$ cat config.mk
export PLATFORM = sky130hd
export DESIGN_NAME = tlca_core
export DESIGN_NICKNAME = d
export VERILOG_FILES = /design/src/logic/tlca_pkg.sv /design/src/logic/tlca_core.sv
export SDC_FILE = /design/constraint.sdc
export NUM_CORES = 1
export LEC_CHECK = 0
export ABC_CLOCK_PERIOD_IN_PS = 2200
export BUFFER_PORTS_ARGS = -buffer_cell sky130_fd_sc_hd__buf_2
export CORE_MARGIN = 2
export CORE_UTILIZATION = 58
export DETAILED_ROUTE_END_ITERATION = 12
export GPL_TIMING_DRIVEN = 0
export PLACE_DENSITY = 0.79
export SYNTH_ARGS = -nofsm -noshare
export SYNTH_HDL_FRONTEND = slang
export SYNTH_SLANG_ARGS = --single-unit
export TNS_END_PERCENT = 10
$ cat constraint.sdc
create_clock -name ref_clk -period 2.2 [get_ports ref_clk]
set_clock_uncertainty 0.2 [all_clocks]
set_input_delay 0.44 -clock ref_clk [delete_from_list [all_inputs] [get_ports ref_clk]]
set_output_delay 0.44 -clock ref_clk [all_outputs]
set_load 0.01 [all_outputs]
$ cat src/logic/tlca_pkg.sv
// constants, register map and types shared by the temperature limit compare and alert block
package tlca_pkg;

	// clock and bus-low timeout
	localparam int CLK_HZ = 25_000_000;
	localparam int TIMEOUT_MIN_MS = 25;
	localparam int TIMEOUT_MAX_MS = 35;
	localparam int TIMEOUT_CYCLES = (CLK_HZ / 1000) * TIMEOUT_MIN_MS;
	localparam int TIMEOUT_CNT_W = 20;

	// register port widths
	localparam int ADDR_W = 8;
	localparam int DATA_W = 8;

	// register offsets
	localparam logic [7:0] REG_LOCAL_MSB = 8'h00;
	localparam logic [7:0] REG_LOCAL_LSB = 8'h01;
	localparam logic [7:0] REG_STATUS1 = 8'h02;
	localparam logic [7:0] REG_CONFIG1 = 8'h03;
	localparam logic [7:0] REG_REM_SGN_MSB = 8'h04;
	localparam logic [7:0] REG_REM_SGN_LSB = 8'h05;
	localparam logic [7:0] REG_REM_UNS_MSB = 8'h06;
	localparam logic [7:0] REG_REM_UNS_LSB = 8'h07;
	localparam logic [7:0] REG_CONFIG2 = 8'h08;
	localparam logic [7:0] REG_REM_CRIT_LIM = 8'h09;
	localparam logic [7:0] REG_REM_OS_LIM = 8'h0a;
	localparam logic [7:0] REG_LOC_LIM = 8'h0b;
	localparam logic [7:0] REG_ONE_SHOT = 8'h0c;

	// first configuration register fields
	localparam int CFG1_REM_OS_MASK = 0;
	localparam int CFG1_REM_CRIT_MASK = 1;
	localparam int CFG1_LOC_OS_MASK = 2;
	localparam int CFG1_LOC_CRIT_MASK = 3;
	localparam int CFG1_STANDBY = 6;
	localparam logic [7:0] CFG1_WR_MASK = 8'h4f;

	// second configuration register fields
	localparam int CFG2_W = 5;
	localparam int CFG2_FILTER_CFG_LO = 1;
	localparam int CFG2_FILTER_CFG_HI = 2;

	// status register fields
	localparam int STAT_REM_OS_HIT = 0;
	localparam int STAT_REM_CRIT_HIT = 1;
	localparam int STAT_LOC_HIT = 2;
	localparam int STAT_BUSY = 7;

	// values after reset
	localparam logic [7:0] CFG1_RESET = 8'h00;
	localparam logic [CFG2_W-1:0] CFG2_RESET = 5'h1f;
	localparam logic [6:0] LOC_LIM_RESET = 7'h55;
	localparam logic [7:0] REM_CRIT_LIM_RESET = 8'h6e;
	localparam logic [7:0] REM_OS_LIM_RESET = 8'h55;
	localparam logic [10:0] LOCAL_TEMP_RESET = 11'h000;
	localparam logic [12:0] REM_TEMP_RESET = 13'h0000;

	// conversion sequencer
	typedef enum logic [1:0] {CV_IDLE, CV_START, CV_WAIT, CV_UPDATE} tlca_conv_t;

endpackage

$ cat src/logic/tlca_core.sv
// digital side of a two-channel temperature monitor: formatting, limit compare, alerts, standby, bus timeout
`timescale 1ns/1ps

module tlca_core
	import tlca_pkg::*;
#(
	parameter int TIMEOUT_CYC = TIMEOUT_CYCLES
) (
	// clock and reset
	input wire logic ref_clk,
	input wire logic reset_n,
	// register port
	input wire logic [ADDR_W-1:0] regAddr,
	input wire logic [DATA_W-1:0] regWrData,
	input wire logic regWrStb,
	input wire logic regRdStb,
	output logic [DATA_W-1:0] regRdData,
	// converter front end, same clock
	output logic convStart,
	input wire logic convDone,
	input wire logic [10:0] localTempIn,
	input wire logic [13:0] remoteRawIn,
	input wire logic [13:0] remoteFiltIn,
	// serial bus lines and serial engine
	input wire logic smbClkIn,
	input wire logic smbDataIn,
	input wire logic smbDataDriveReq,
	output logic smbDataOe,
	output logic busTimeoutReset,
	// open-drain alerts, enable high pulls the pin low
	output logic criticalAlertOutOe,
	output logic overtempAlertOutOe
);

	// clamp a signed 1/32 degree reading into the unsigned 0..255.97 form
	function automatic logic [12:0] toUnsigned(input logic [13:0] v);
		toUnsigned = v[13] ? 13'h0000 : v[12:0];
	endfunction

	// clamp into the signed -128..127.97 form
	function automatic logic [12:0] toSigned(input logic [13:0] v);
		if (!v[13] && v[12])
			toSigned = 13'h0fff;
		else if (v[13] && !v[12])
			toSigned = 13'h1000;
		else
			toSigned = v[12:0];
	endfunction

	logic [7:0] cfg1_reg;
	logic [CFG2_W-1:0] cfg2_reg;
	logic [6:0] locLim_reg;
	logic [7:0] remCritLim_reg;
	logic [7:0] remOsLim_reg;
	logic [10:0] localTemp_reg;
	logic [12:0] remUns_reg;
	logic [12:0] remSgn_reg;
	logic locHit_reg;
	logic remCritHit_reg;
	logic remOsHit_reg;
	logic oneShotPend_reg;
	tlca_conv_t state_reg;
	tlca_conv_t state_next;
	logic convStart_reg;
	logic [DATA_W-1:0] regRdData_reg;
	logic smbClkMeta_reg;
	logic smbClkSync_reg;
	logic smbDataMeta_reg;
	logic smbDataSync_reg;
	logic [TIMEOUT_CNT_W-1:0] lowCnt_reg;
	logic timedOut_reg;
	logic busTimeoutReset_reg;
	logic smbDataOe_reg;
	logic critOe_reg;
	logic osOe_reg;

	logic filterOn;
	logic standby;
	logic [13:0] remSel;
	logic [13:0] remUse;
	logic locExceeds;
	logic remCritExceeds;
	logic remOsExceeds;
	logic oneShotWr;
	logic roundBegins;
	logic critNext;
	logic osNext;

	assign filterOn = cfg2_reg[CFG2_FILTER_CFG_HI] & cfg2_reg[CFG2_FILTER_CFG_LO];
	assign standby = cfg1_reg[CFG1_STANDBY];
	assign remSel = filterOn ? remoteFiltIn : remoteRawIn;
	assign remUse = filterOn ? remSel : {remSel[13:2], 2'b00};
	assign oneShotWr = regWrStb && (regAddr == REG_ONE_SHOT);
	assign roundBegins = (state_reg == CV_IDLE) && (!standby || oneShotPend_reg);

	// limit is unsigned whole degrees; readings carry fraction bits, so exceed means strictly above
	assign locExceeds = $signed(localTemp_reg) > $signed({1'b0, locLim_reg, 3'b000});
	assign remCritExceeds = remUns_reg > {remCritLim_reg, 5'b00000};
	assign remOsExceeds = remUns_reg > {remOsLim_reg, 5'b00000};

	assign critNext = (locHit_reg & ~cfg1_reg[CFG1_LOC_CRIT_MASK])
		| (remCritHit_reg & ~cfg1_reg[CFG1_REM_CRIT_MASK]);
	assign osNext = (locHit_reg & ~cfg1_reg[CFG1_LOC_OS_MASK])
		| (remOsHit_reg & ~cfg1_reg[CFG1_REM_OS_MASK]);

	// software-written registers
	always_ff @(posedge ref_clk) begin
		if (!reset_n) begin
			cfg1_reg <= CFG1_RESET;
			cfg2_reg <= CFG2_RESET;
			locLim_reg <= LOC_LIM_RESET;
			remCritLim_reg <= REM_CRIT_LIM_RESET;
			remOsLim_reg <= REM_OS_LIM_RESET;
		end else if (regWrStb) begin
			case (regAddr)
				REG_CONFIG1: cfg1_reg <= regWrData & CFG1_WR_MASK;
				REG_CONFIG2: cfg2_reg <= regWrData[CFG2_W-1:0];
				REG_LOC_LIM: locLim_reg <= regWrData[6:0];
				REG_REM_CRIT_LIM: remCritLim_reg <= regWrData;
				REG_REM_OS_LIM: remOsLim_reg <= regWrData;
				default: ;
			endcase
		end
	end

	// one-shot request; a write landing as the round starts is kept, the data is dropped
	always_ff @(posedge ref_clk) begin
		if (!reset_n)
			oneShotPend_reg <= 1'b0;
		else if (oneShotWr && standby)
			oneShotPend_reg <= 1'b1;
		else if (roundBegins)
			oneShotPend_reg <= 1'b0;
	end

	// conversion sequencer
	always_comb begin
		state_next = state_reg;
		case (state_reg)
			CV_IDLE: if (roundBegins) state_next = CV_START;
			CV_START: state_next = CV_WAIT;
			CV_WAIT: if (convDone) state_next = CV_UPDATE;
			CV_UPDATE: state_next = CV_IDLE;
			default: state_next = CV_IDLE;
		endcase
	end

	always_ff @(posedge ref_clk) begin
		if (!reset_n) begin
			state_reg <= CV_IDLE;
			convStart_reg <= 1'b0;
		end else begin
			state_reg <= state_next;
			convStart_reg <= roundBegins;
		end
	end

	// results only change at completion, so reads always see the last finished round
	always_ff @(posedge ref_clk) begin
		if (!reset_n) begin
			localTemp_reg <= LOCAL_TEMP_RESET;
			remUns_reg <= REM_TEMP_RESET;
			remSgn_reg <= REM_TEMP_RESET;
		end else if (state_reg == CV_WAIT && convDone) begin
			localTemp_reg <= localTempIn;
			remUns_reg <= toUnsigned(remUse);
			// the positive clamp sets the low bits, so they are cut again while the filter is off
			remSgn_reg <= toSigned(remUse) & {11'h7ff, filterOn, filterOn};
		end
	end

	// comparisons refresh once per completed round
	always_ff @(posedge ref_clk) begin
		if (!reset_n) begin
			locHit_reg <= 1'b0;
			remCritHit_reg <= 1'b0;
			remOsHit_reg <= 1'b0;
		end else if (state_reg == CV_UPDATE) begin
			locHit_reg <= locExceeds;
			remCritHit_reg <= remCritExceeds;
			remOsHit_reg <= remOsExceeds;
		end
	end

	// alert pins
	always_ff @(posedge ref_clk) begin
		if (!reset_n) begin
			critOe_reg <= 1'b0;
			osOe_reg <= 1'b0;
		end else begin
			critOe_reg <= critNext;
			osOe_reg <= osNext;
		end
	end

	// register reads, data in the following cycle only
	always_ff @(posedge ref_clk) begin
		if (!reset_n) begin
			regRdData_reg <= 8'h00;
		end else if (regRdStb) begin
			case (regAddr)
				REG_LOCAL_MSB: regRdData_reg <= localTemp_reg[10:3];
				REG_LOCAL_LSB: regRdData_reg <= {localTemp_reg[2:0], 5'b00000};
				REG_STATUS1: regRdData_reg <= {state_reg != CV_IDLE, 4'h0, locHit_reg,
					remCritHit_reg, remOsHit_reg};
				REG_CONFIG1: regRdData_reg <= cfg1_reg;
				REG_REM_SGN_MSB: regRdData_reg <= remSgn_reg[12:5];
				REG_REM_SGN_LSB: regRdData_reg <= {remSgn_reg[4:0], 3'b000};
				REG_REM_UNS_MSB: regRdData_reg <= remUns_reg[12:5];
				REG_REM_UNS_LSB: regRdData_reg <= {remUns_reg[4:0], 3'b000};
				REG_CONFIG2: regRdData_reg <= {3'b000, cfg2_reg};
				REG_REM_CRIT_LIM: regRdData_reg <= remCritLim_reg;
				REG_REM_OS_LIM: regRdData_reg <= remOsLim_reg;
				REG_LOC_LIM: regRdData_reg <= {1'b0, locLim_reg};
				default: regRdData_reg <= 8'h00;
			endcase
		end else begin
			regRdData_reg <= 8'h00;
		end
	end

	// bus line synchronisers
	always_ff @(posedge ref_clk) begin
		if (!reset_n) begin
			smbClkMeta_reg <= 1'b1;
			smbClkSync_reg <= 1'b1;
			smbDataMeta_reg <= 1'b1;
			smbDataSync_reg <= 1'b1;
		end else begin
			smbClkMeta_reg <= smbClkIn;
			smbClkSync_reg <= smbClkMeta_reg;
			smbDataMeta_reg <= smbDataIn;
			smbDataSync_reg <= smbDataMeta_reg;
		end
	end

	// bus-low watchdog; fires at the 25 ms minimum and holds the bus released until both lines go high
	always_ff @(posedge ref_clk) begin
		if (!reset_n) begin
			lowCnt_reg <= '0;
			timedOut_reg <= 1'b0;
			busTimeoutReset_reg <= 1'b0;
		end else if (smbClkSync_reg && smbDataSync_reg) begin
			lowCnt_reg <= '0;
			timedOut_reg <= 1'b0;
			busTimeoutReset_reg <= 1'b0;
		end else if (!timedOut_reg && lowCnt_reg == TIMEOUT_CNT_W'(TIMEOUT_CYC - 1)) begin
			timedOut_reg <= 1'b1;
			busTimeoutReset_reg <= 1'b1;
		end else begin
			if (!timedOut_reg)
				lowCnt_reg <= lowCnt_reg + 1'b1;
			busTimeoutReset_reg <= 1'b0;
		end
	end

	always_ff @(posedge ref_clk) begin
		if (!reset_n)
			smbDataOe_reg <= 1'b0;
		else
			smbDataOe_reg <= smbDataDriveReq && !timedOut_reg && !busTimeoutReset_reg;
	end

	assign regRdData = regRdData_reg;
	assign convStart = convStart_reg;
	assign smbDataOe = smbDataOe_reg;
	assign busTimeoutReset = busTimeoutReset_reg;
	assign criticalAlertOutOe = critOe_reg;
	assign overtempAlertOutOe = osOe_reg;
endmodule // tlca_core

# [Word-level counts from Yosys, hierarchy flattened]
# Index checks and enable logic that the tools add are counted.
[classes] add_sub_neg=1 magnitude_cmp=3 eq_ne=18 muxes=14 bitwise_logic=15 n_reduce_logical=29
[op_table] cell="one-hot mux 8 bit (12 select lines)" n=1
[op_table] cell="two-way mux 13 bit" n=5
[op_table] cell="== test 8 x 4 -> 1 bit (second input constant)" n=5
[op_table] cell="== test 8 x 3 -> 1 bit (second input constant)" n=4
[op_table] cell="> comparator 13 bit" n=2
[op_table] cell="adder 20 x 1 -> 20 bit (second input constant)" n=1
[op_table] cell="== test 20 bit (second input constant)" n=1
[op_table] cell="== test 8 x 2 -> 1 bit (second input constant)" n=2
[op_table] cell="AND reduction 2 bit" n=8
[op_table] cell="two-way mux 14 bit" n=1
[op_table] cell="AND 13 bit" n=1
[op_table] cell="> comparator 11 bit" n=1
[op_table] cell="logical AND 1 bit" n=10
[op_table] cell="== test 8 x 1 -> 1 bit (second input constant)" n=1
[op_table] cell="zero test 8 bit" n=1
[op_table] cell="one-hot mux 2 bit (4 select lines)" n=1
[op_table] cell="inverter 1 bit" n=7
[op_table] cell="two-way mux 2 bit" n=3
[op_table] cell="AND 1 bit" n=5
[op_table] cell="zero test 1 bit" n=5
[op_table] cell="== test 2 bit (second input constant)" n=2
[op_table] cell="inequality test 2 bit (second input constant)" n=2
[op_table] cell="nonzero test 2 bit" n=2
[op_table] cell="two-way mux 1 bit" n=3
[op_table] cell="5 further kinds" n=6
[word_totals] ff_bits=114 out_inout_bits=13

# [Depth between registers and ports, before layout]
# Gate-level depths: netlist of the first run.
[logic_depth] depth_word=9 mapped_depth=8

# [Worst setup path before layout of the first run]
# Ideal clock, no wire load.
[synth_path] kind="in2reg" start="input port regAddr[2]" end="register regRdData_reg[7], in the netlist regRdData[7]" arrival_time_ns=1.742 path_slack_ns=0.139 stages=7 path_buffers=2 path_cell_list="buf_2 > nor2b_1 > and2_1 > buf_4 > a222oi_1 > o32ai_1 > o31a_1"
[synth_via] elab_chain_cells=2 elab_cells_between_ends=13 classes_between="eq/ne (11); mux (1); reduce/logical (1)"
[synth_lines] item="start: declaration" line="tlca_core.sv:13" source="input wire logic [ADDR_W-1:0] regAddr,"
[synth_lines] item="== test 8 x 4 -> 1 bit (tied with other cells)" line="tlca_core.sv:201" source="case (regAddr)"
[synth_lines] item="one-hot mux 8 bit (12 select lines) (*)" line="tlca_core.sv:201"
[synth_lines] item="end signal: assignment" line="tlca_core.sv:202" source="REG_LOCAL_MSB: regRdData_reg <= localTemp_reg[10:3];"
[synth_lines] item="end signal: assignment" line="tlca_core.sv:203" source="REG_LOCAL_LSB: regRdData_reg <= {localTemp_reg[2:0], 5'b00000};"
[synth_lines] item="end signal: assignment" line="tlca_core.sv:204" source="REG_STATUS1: regRdData_reg <= {state_reg != CV_IDLE, 4'h0, locHit_reg,"
[synth_lines] item="end: declaration" line="tlca_core.sv:65" source="logic [DATA_W-1:0] regRdData_reg;"
# Mark *: on every way between the ends. The rest lies on a longest branch, timed or not.
# A chain may end at the register's enable or synchronous reset.

# [Worst setup path in the final report of the first run]
[layout_path] start="register cfg2_reg[1]" end="register remSgn_reg[5]"
[layout_via] elab_chain_cells=9 elab_cells_between_ends=11 classes_between="mux (5); bitwise (2); reduce/logical (4)"
[layout_lines] item="start: declaration" line="tlca_core.sv:51" source="logic [CFG2_W-1:0] cfg2_reg;"
[layout_lines] item="start signal: assignment" line="tlca_core.sv:117" source="REG_CONFIG2: cfg2_reg <= regWrData[CFG2_W-1:0];"
[layout_lines] item="AND 1 bit (*)" line="tlca_core.sv:89" source="assign filterOn = cfg2_reg[CFG2_FILTER_CFG_HI] & cfg2_reg[CFG2_FILTER_CFG_LO];"
[layout_lines] item="two-way mux 14 bit (*)" line="tlca_core.sv:91" source="assign remSel = filterOn ? remoteFiltIn : remoteRawIn;"
[layout_lines] item="zero test 1 bit" line="tlca_core.sv:44" source="else if (v[13] && !v[12])"
[layout_lines] item="logical AND 1 bit" line="tlca_core.sv:44"
[layout_lines] item="two-way mux 13 bit" line="tlca_core.sv:44"
[layout_lines] item="two-way mux 13 bit (*)" line="tlca_core.sv:42" source="if (!v[13] && v[12])"
[layout_lines] item="two-way mux 13 bit (*)" line="tlca_core.sv:164" source="end else if (state_reg == CV_WAIT && convDone) begin"
[layout_lines] item="two-way mux 13 bit (*)" line="tlca_core.sv:160" source="if (!reset_n) begin"
[layout_lines] item="AND 13 bit (*)" line="tlca_core.sv:168" source="remSgn_reg <= toSigned(remUse) & {11'h7ff, filterOn, filterOn};"
[layout_lines] item="end signal: assignment" line="tlca_core.sv:168"
[layout_lines] item="end: declaration" line="tlca_core.sv:57" source="logic [12:0] remSgn_reg;"
# Mark *: on every way between the ends. The rest lies on a longest branch, timed or not. The select of a mux whose other input is x is not followed.

==> results of run 1 <==
-- through the flow --
stage,TNS (ns),util,std cells,power (mW),area (sq um)
3_5_place_dp,-8.561,0.6517,874,2.863,6429
2_1_floorplan,0,-,673,2.618,5922
5_1_grt,0,0.7296,925,5.670,7197
6_report,0,0.7296,925,5.509,7197
4_1_cts,0,0.7293,925,5.493,7194
3_3_place_gp,-7.071,0.6517,874,2.827,6429
-- worst max path at each step --
| stage | start | end | slack, ns |
|---|---|---|---|
| final | cfg2_reg[1] | remSgn_reg[5] | 0.05 |
| after global routing | lowCnt_reg[3] | lowCnt_reg[16] | 0.002 |
| after CTS | state_reg[0] | remUns_reg[4] | 0.009 |
| after detailed placement | regAddr[7] | remOsLim_reg[0] | -0.27 |
| after global placement | regAddr[7] | regRdData[2] | -0.26 |
| after floorplan | regAddr[2] | regRdData[7] | 0.14 |
-- cells in the final DEF (no fill, tap or decap), types with 12 or more instances in the layout --
cell type	instances
a21boi_0	27
a21o_1	18
a21oi_1	22
and2_1	22
buf_2	72
clkbuf_1	22
clkbuf_16	16
dfxtp_1	114
dlygate4sd3_1	20
ha_1	27
inv_1	37
mux2i_1	55
nand2_1	91
nand3_1	25
nand4_1	12
nor2_1	17
nor2b_1	23
o21ai_0	23
-- layout make-up --
cell class | count | area, sq um
Fill cell | 717 | 2668
Inverter | 38 | 142.6
Timing Repair Buffer | 88 | 540.5
Sequential cell | 114 | 2282
Clock buffer | 19 | 431.7
Buffer | 35 | 178.9
Clock inverter | 13 | 137.6
Tap cell | 133 | 166.4
Multi-Input combinational cell | 485 | 3317
-- power groups by stage --
stage	Combinational, mW	Clock, mW	Sequential (mW)
after floorplan	0.373	0	2.24
after global placement	0.555	0	2.27
after detailed placement	0.587	0	2.28
after CTS	0.620	2.64	2.23
after global routing	0.697	2.73	2.24
final	0.642	2.63	2.24
-- routing by layer --
metal | global-route usage | share of wire | up-vias
met4 | 0.1600 | 0.030 | 0
met3 | 0.06987 | 0.074 | 50
met1 | 0.4332 | 0.43 | 2621
met5 | 0 | 0 | -
li1 | - | - | 2607
met2 | 0.5826 | 0.47 | 302
-- worst register-to-register path, cell delays in order, from the launching register on --
cell and delay, ns:
dfxtp_1 0.52, nand2_1 0.24, a21oi_1 0.31, o21ai_1 0.35, a21o_1 0.27, a21boi_0 0.18
-- cell families (layout without fill, tap and decap cells) --
family	after synthesis	in the layout	synth area share
simple gates	247	247	0.2244
mux	55	55	0.09296
xor+xnor	7	7	0.01035
fa+ha+maj	27	27	0.05705
compound gates	149	149	0.1752
flops	114	114	0.3854
buf+inv	74	193	0.05472
-- repair_timing --
action	CTS	global route
pin swaps	0	1
gates cloned	0	0
gates resized for setup	0	3
hold buffers	20	0
setup endpoints to repair	19	22
endpoints found under the hold margin	22	0
==> flow_metrics.env, run 1 <==
export IMPL_cts_setup_buffers=0
export IMPL_synth_edff_count=0
export IMPL_worst_path_dominant_cell_family="compound AO/OA/AOI/OAI gates"
export IMPL_reg2regPathDepth=5
export IMPL_antenna_found_initial=0
export IMPL_synth_area_top_cells="dfxtp_1 (39%), mux2i_1 (9.3%), nand2_1 (5.8%), ha_1 (5.7%), a21boi_0 (3.4%)"
export IMPL_r2r_start="cfg2_reg[1]"
export IMPL_cp_data_required_time_ns=2.45
export IMPL_cts_sinks=114
export IMPL_grt_pass1_wl_mm=29.35
export IMPL_grt_start_max_net_pins=17
export IMPL_worst_slack_ns=0.05157
export IMPL_cp_max_fo=10
export IMPL_routed_wl_mm=18.87
export IMPL_synth_top_area_cell="dfxtp_1"
export IMPL_switchingPower_mw=1.468
export IMPL_nets=869
export IMPL_fin_hold_ws_ns=0.002681
export IMPL_slowest_delay_ns=0.52
export IMPL_worstPathCellList="nand2_1, a21oi_1, o21ai_1, a21o_1, a21boi_0"
export IMPL_via_count=5580
export IMPL_synthesis_area_sq_um=5922
export IMPL_rsz0062_at_grt="no"
export IMPL_drtAntennaViolNets=0
export IMPL_largest_register_ffs=20
export IMPL_htreeDepth=4
export IMPL_cts_made_buffers=17
export IMPL_clkPwrFrac=0.477
export IMPL_grtUsageTotal=0.3492
export IMPL_holdCritPathClass="input port to flip-flop"
export IMPL_clockBufferDepth=2
export IMPL_p_int_mw=4.041
export IMPL_synth_cell_types=61
export IMPL_power_frac_comb=0.116
export IMPL_io_pins=76
export IMPL_p_leak_nw=3.096
export IMPL_grt_overflow=0
export IMPL_cts_tree="done"
export IMPL_ys_ff_latch=114
export IMPL_synth_top_cell_area_share=0.3854
export IMPL_ir_worst_vdd_mv=0.7783
export IMPL_power_density_nw_per_um2=765.5
export IMPL_setup_viol=0
export IMPL_crit_path_end_kind="flip-flop"
export IMPL_syn_area_per_cell_sq_um=8.799
export IMPL_gp_congestion=0.9820
export IMPL_tightest_slew_ns=0.8155
export IMPL_power_switching_share=0.2665
export IMPL_post_place_ws_ns=-0.2670
export IMPL_cts_root_buf="clkbuf_8"
export IMPL_crit_cells=5
export IMPL_insertion_delay_ns=0.54
export IMPL_synthFlopType="dfxtp_1"
export IMPL_syn_nets=763
export IMPL_synthCells=673
export IMPL_crit_arrival_ns=2.40
export IMPL_path_class="flip-flop to flip-flop"
export IMPL_yosysMostFrequentCell="dfxtp_1"
export IMPL_die_h_microns=105.0
export IMPL_finalCritPeriodShare=0.9766
export IMPL_rows=36
export IMPL_min_period_ns=2.148
export IMPL_die_area_sq_um=11030
export IMPL_first_pass_iters=6
export IMPL_pwr_share_seq=0.407
export IMPL_die_x_microns=105.0
export IMPL_min_delay_start="regWrData[6]"
export IMPL_maxCapViolCount=0
export IMPL_cp_slowest_cell="dfxtp_1"
export IMPL_grt_pass1_vias=5524
export IMPL_diodes=0
export IMPL_timing_rr_end="remSgn_reg[5]"
export IMPL_synthTopCellsByCount="dfxtp_1 (114), nand2_1 (91), mux2i_1 (55), inv_1 (37)"
export IMPL_slew_headroom=0.4527
export IMPL_routedWlPerCell_microns=20.40
export IMPL_clkTransAtPathRegs_ns=0.06
export IMPL_r2r_setup_slack_ns=0.05
export IMPL_core_area_sq_um=9864
export IMPL_status="finished, final reports clean"
export IMPL_area_delta_synth_final_pct=21.53
export IMPL_fmax_ghz=0.4655
export IMPL_start_util=0.6003
export IMPL_drive_gt1_frac=0.1553
export IMPL_yosysWarnings=0
export IMPL_ys_seq_area_frac=0.3854
export IMPL_port_buffers=68
export IMPL_place_hpwl_mm=13.64
export IMPL_first_iter_violations=522
export IMPL_finalHoldViolCount=0
export IMPL_via_per_inst=6.032
export IMPL_start_kind="flip-flop"
export IMPL_crit_buf_inv=0
export IMPL_ys_async_sr_fraction=0
export IMPL_whs_endpoint="remCritLim_reg[6]"
export IMPL_drc=0
export IMPL_final_max_slew_viol_count=0
export IMPL_holdPathStages=3
No activity file was read; power rests on OpenSTA's default activity.
==> run 2: changes to the inputs <==
Settings changed: CORE_ASPECT_RATIO from default to 1.75, CTS_CLUSTER_DIAMETER from default to 50.
==> run 2 against run 1 <==
  * Routed wire length up 1.1%
  * Worst setup slack better by 0.0026 ns
  * Die area is 0.29% higher
  * Core utilization down 2.3 points
  * Register-to-register slack about the same
  * Sequential share of layout area grew 0.86 points
==> flow_metrics.env, run 2 (same netlist as run 1, synthesis figures left out) <==
export IMPL_status="finished, final reports clean"
export IMPL_power_density_nw_per_um2=799.6
export IMPL_r2r_setup_slack_ns=0.05
export IMPL_nets=849
export IMPL_finalHoldViolCount=0
export IMPL_clockBufferDepth=2
export IMPL_critPathLaunch="lowCnt_reg[14]"
export IMPL_first_pass_iters=5
export IMPL_core_area_sq_um=9910
export IMPL_via_per_inst=6.165
export IMPL_drive_gt1_frac=0.1567
export IMPL_cts_sinks=114
export IMPL_antenna_found_initial=0
export IMPL_final_common_cell="dfxtp_1"
export IMPL_routed_wl_mm=19.07
export IMPL_die_area_sq_um=11070
export IMPL_maxCapViolCount=0
export IMPL_clkTransAtPathRegs_ns=0.06
export IMPL_grt_pass1_wl_mm=28.87
export IMPL_dp_cells=866
export IMPL_min_delay_start="smbClkIn"
export IMPL_grt_pass1_vias=5567
export IMPL_insertion_delay_ns=0.41
export IMPL_port_buffers=68
export IMPL_cp_data_required_time_ns=2.28
export IMPL_via_count=5530
export IMPL_crit_arrival_ns=2.22
export IMPL_routedWlPerCell_microns=21.26
export IMPL_power_mw=5.603
export IMPL_grtUsageTotal=0.3558
export IMPL_r2r_start="lowCnt_reg[14]"
export IMPL_ir_worst_vdd_mv=0.7667
export IMPL_path_class="flip-flop to flip-flop"
export IMPL_critPathCapture="lowCnt_reg[1]"
export IMPL_place_hpwl_mm=14.59
export IMPL_timing_rr_end="lowCnt_reg[1]"
export IMPL_ff_latch_area_sq_um=2282
export IMPL_drc=0
export IMPL_final_max_slew_viol_count=0
export IMPL_cts_tree="done"
export IMPL_die_h_microns=137.7
export IMPL_holdBufCountCts=0
export IMPL_cp_max_fo=10
export IMPL_rsz0062_at_grt="yes"
export IMPL_tightest_slew_ns=0.8051
export IMPL_largest_register_ffs=20
export IMPL_grt_overflow=0
export IMPL_reg2regPathDepth=6
export IMPL_min_period_ns=2.146
export IMPL_grt_start_max_net_pins=17
export IMPL_cts_made_buffers=17
export IMPL_start_util=0.5976
export IMPL_first_iter_violations=361
export IMPL_final_cell_mix="dfxtp_1 (114), nand2_1 (91), buf_2 (72), mux2i_1 (55), inv_1 (37)"
export IMPL_fmax_ghz=0.4660
export IMPL_setup_viol=0
export IMPL_holdPathStages=2
export IMPL_io_pins=76
export IMPL_p_leak_nw=3.026
export IMPL_multi_input_area_sq_um=3317
export IMPL_fillers=825
export IMPL_diodes=0
export IMPL_gp_congestion=0.9809
export IMPL_holdCritPathClass="input port to flip-flop"
export IMPL_drtAntennaViolNets=0
export IMPL_area_delta_synth_final_pct=18.32
export IMPL_cts_root_buf="clkbuf_16"
export IMPL_die_x_microns=80.39
export IMPL_fin_cells=897
export IMPL_slew_headroom=0.4613
export IMPL_finalCritPeriodShare=0.9754
export IMPL_crit_path_end_kind="flip-flop"
export IMPL_rows=48
export IMPL_start_kind="flip-flop"
export IMPL_htreeDepth=4
[run 2: cell types whose count changed in the layout (fill, tap and decap cells not counted)]
cell | before | now
clkbuf_16 | 16 | 17
dlygate4sd3_1 | 20 | 0
clkinvlp_4 | 3 | 2
clkbuf_8 | 2 | 1
clkbuf_1 | 22 | 24
clkinv_4 | 4 | 1
clkbuf_2 | 1 | 2
bufinv_16 | 2 | 3
[run 2: what timing repair did]
action                     in CTS  in global routing
buffers inserted                0                  0
setup endpoints to repair      19                 16
resized for setup               1                  3
[run 2: routing by layer]
| metal | share of wire | wire [microns] | track usage |
|---|---|---|---|
| met1 | 0.35 | 6639 | 0.3369 |
| met2 | 0.53 | 10140 | 0.6542 |
| met3 | 0.042 | 804 | 0.05898 |
| met4 | 0.078 | 1487 | 0.2853 |
| met5 | 0 | 0 | 0 |
[run 2: where the power goes]
part	leakage (nW)	switching, mW	internal [mW]	total (mW)
combinational	1.82	0.381	0.229	0.610
sequential	0.922	0.0852	2.15	2.24
clock	0.284	0.951	1.80	2.75
total	3.03	1.42	4.18	5.60
[run 2: final cells by class]
| cell class | count | area share |
|---|---|---|
| buffer | 35 | 0.02571 |
| inverter | 38 | 0.02036 |
| multi-input combinational | 485 | 0.4734 |
| clock inverter | 10 | 0.01911 |
| clock buffer | 22 | 0.06482 |
| sequential | 114 | 0.3257 |
| timing repair buffer | 68 | 0.04857 |
| tap | 125 | 0.02232 |
[run 2: worst min path at each step]
| stage | slack (ns) | endpoint |
|---|---|---|
| after detailed placement | 0.20 | smbClkSync_reg |
| final | 0.005 | smbClkMeta_reg |
| after global routing | 0.01 | smbDataMeta_reg |
| after global placement | 0.19 | smbDataSync_reg |
| after floorplan | 0.19 | smbClkSync_reg |
| after CTS | 0.001 | smbClkMeta_reg |
[run 2: through the flow]
step	hold slack [ns]	setup WS, ns	area (sq um)	TNS [ns]	utilization
after floorplan	0.1863	0.1386	5922	0	-
after global placement	0.1923	-0.2942	6419	-7.465	0.6477
after detailed placement	0.2019	-0.2996	6419	-9.631	0.6477
after CTS	0.001446	0.04442	7004	0	0.7068
after global routing	0.01498	-0.01313	7007	-0.01490	0.7071
final	0.005139	0.05416	7007	0	0.7071
[run 2: critical path: stages (launching register included)]
cell and delay [ns]:
dfxtp_1 0.36, nor4_1 0.38, nand4_1 0.30, o21ai_1 0.25, buf_2 0.26, mux2i_1 0.21
nor2_1 0.05
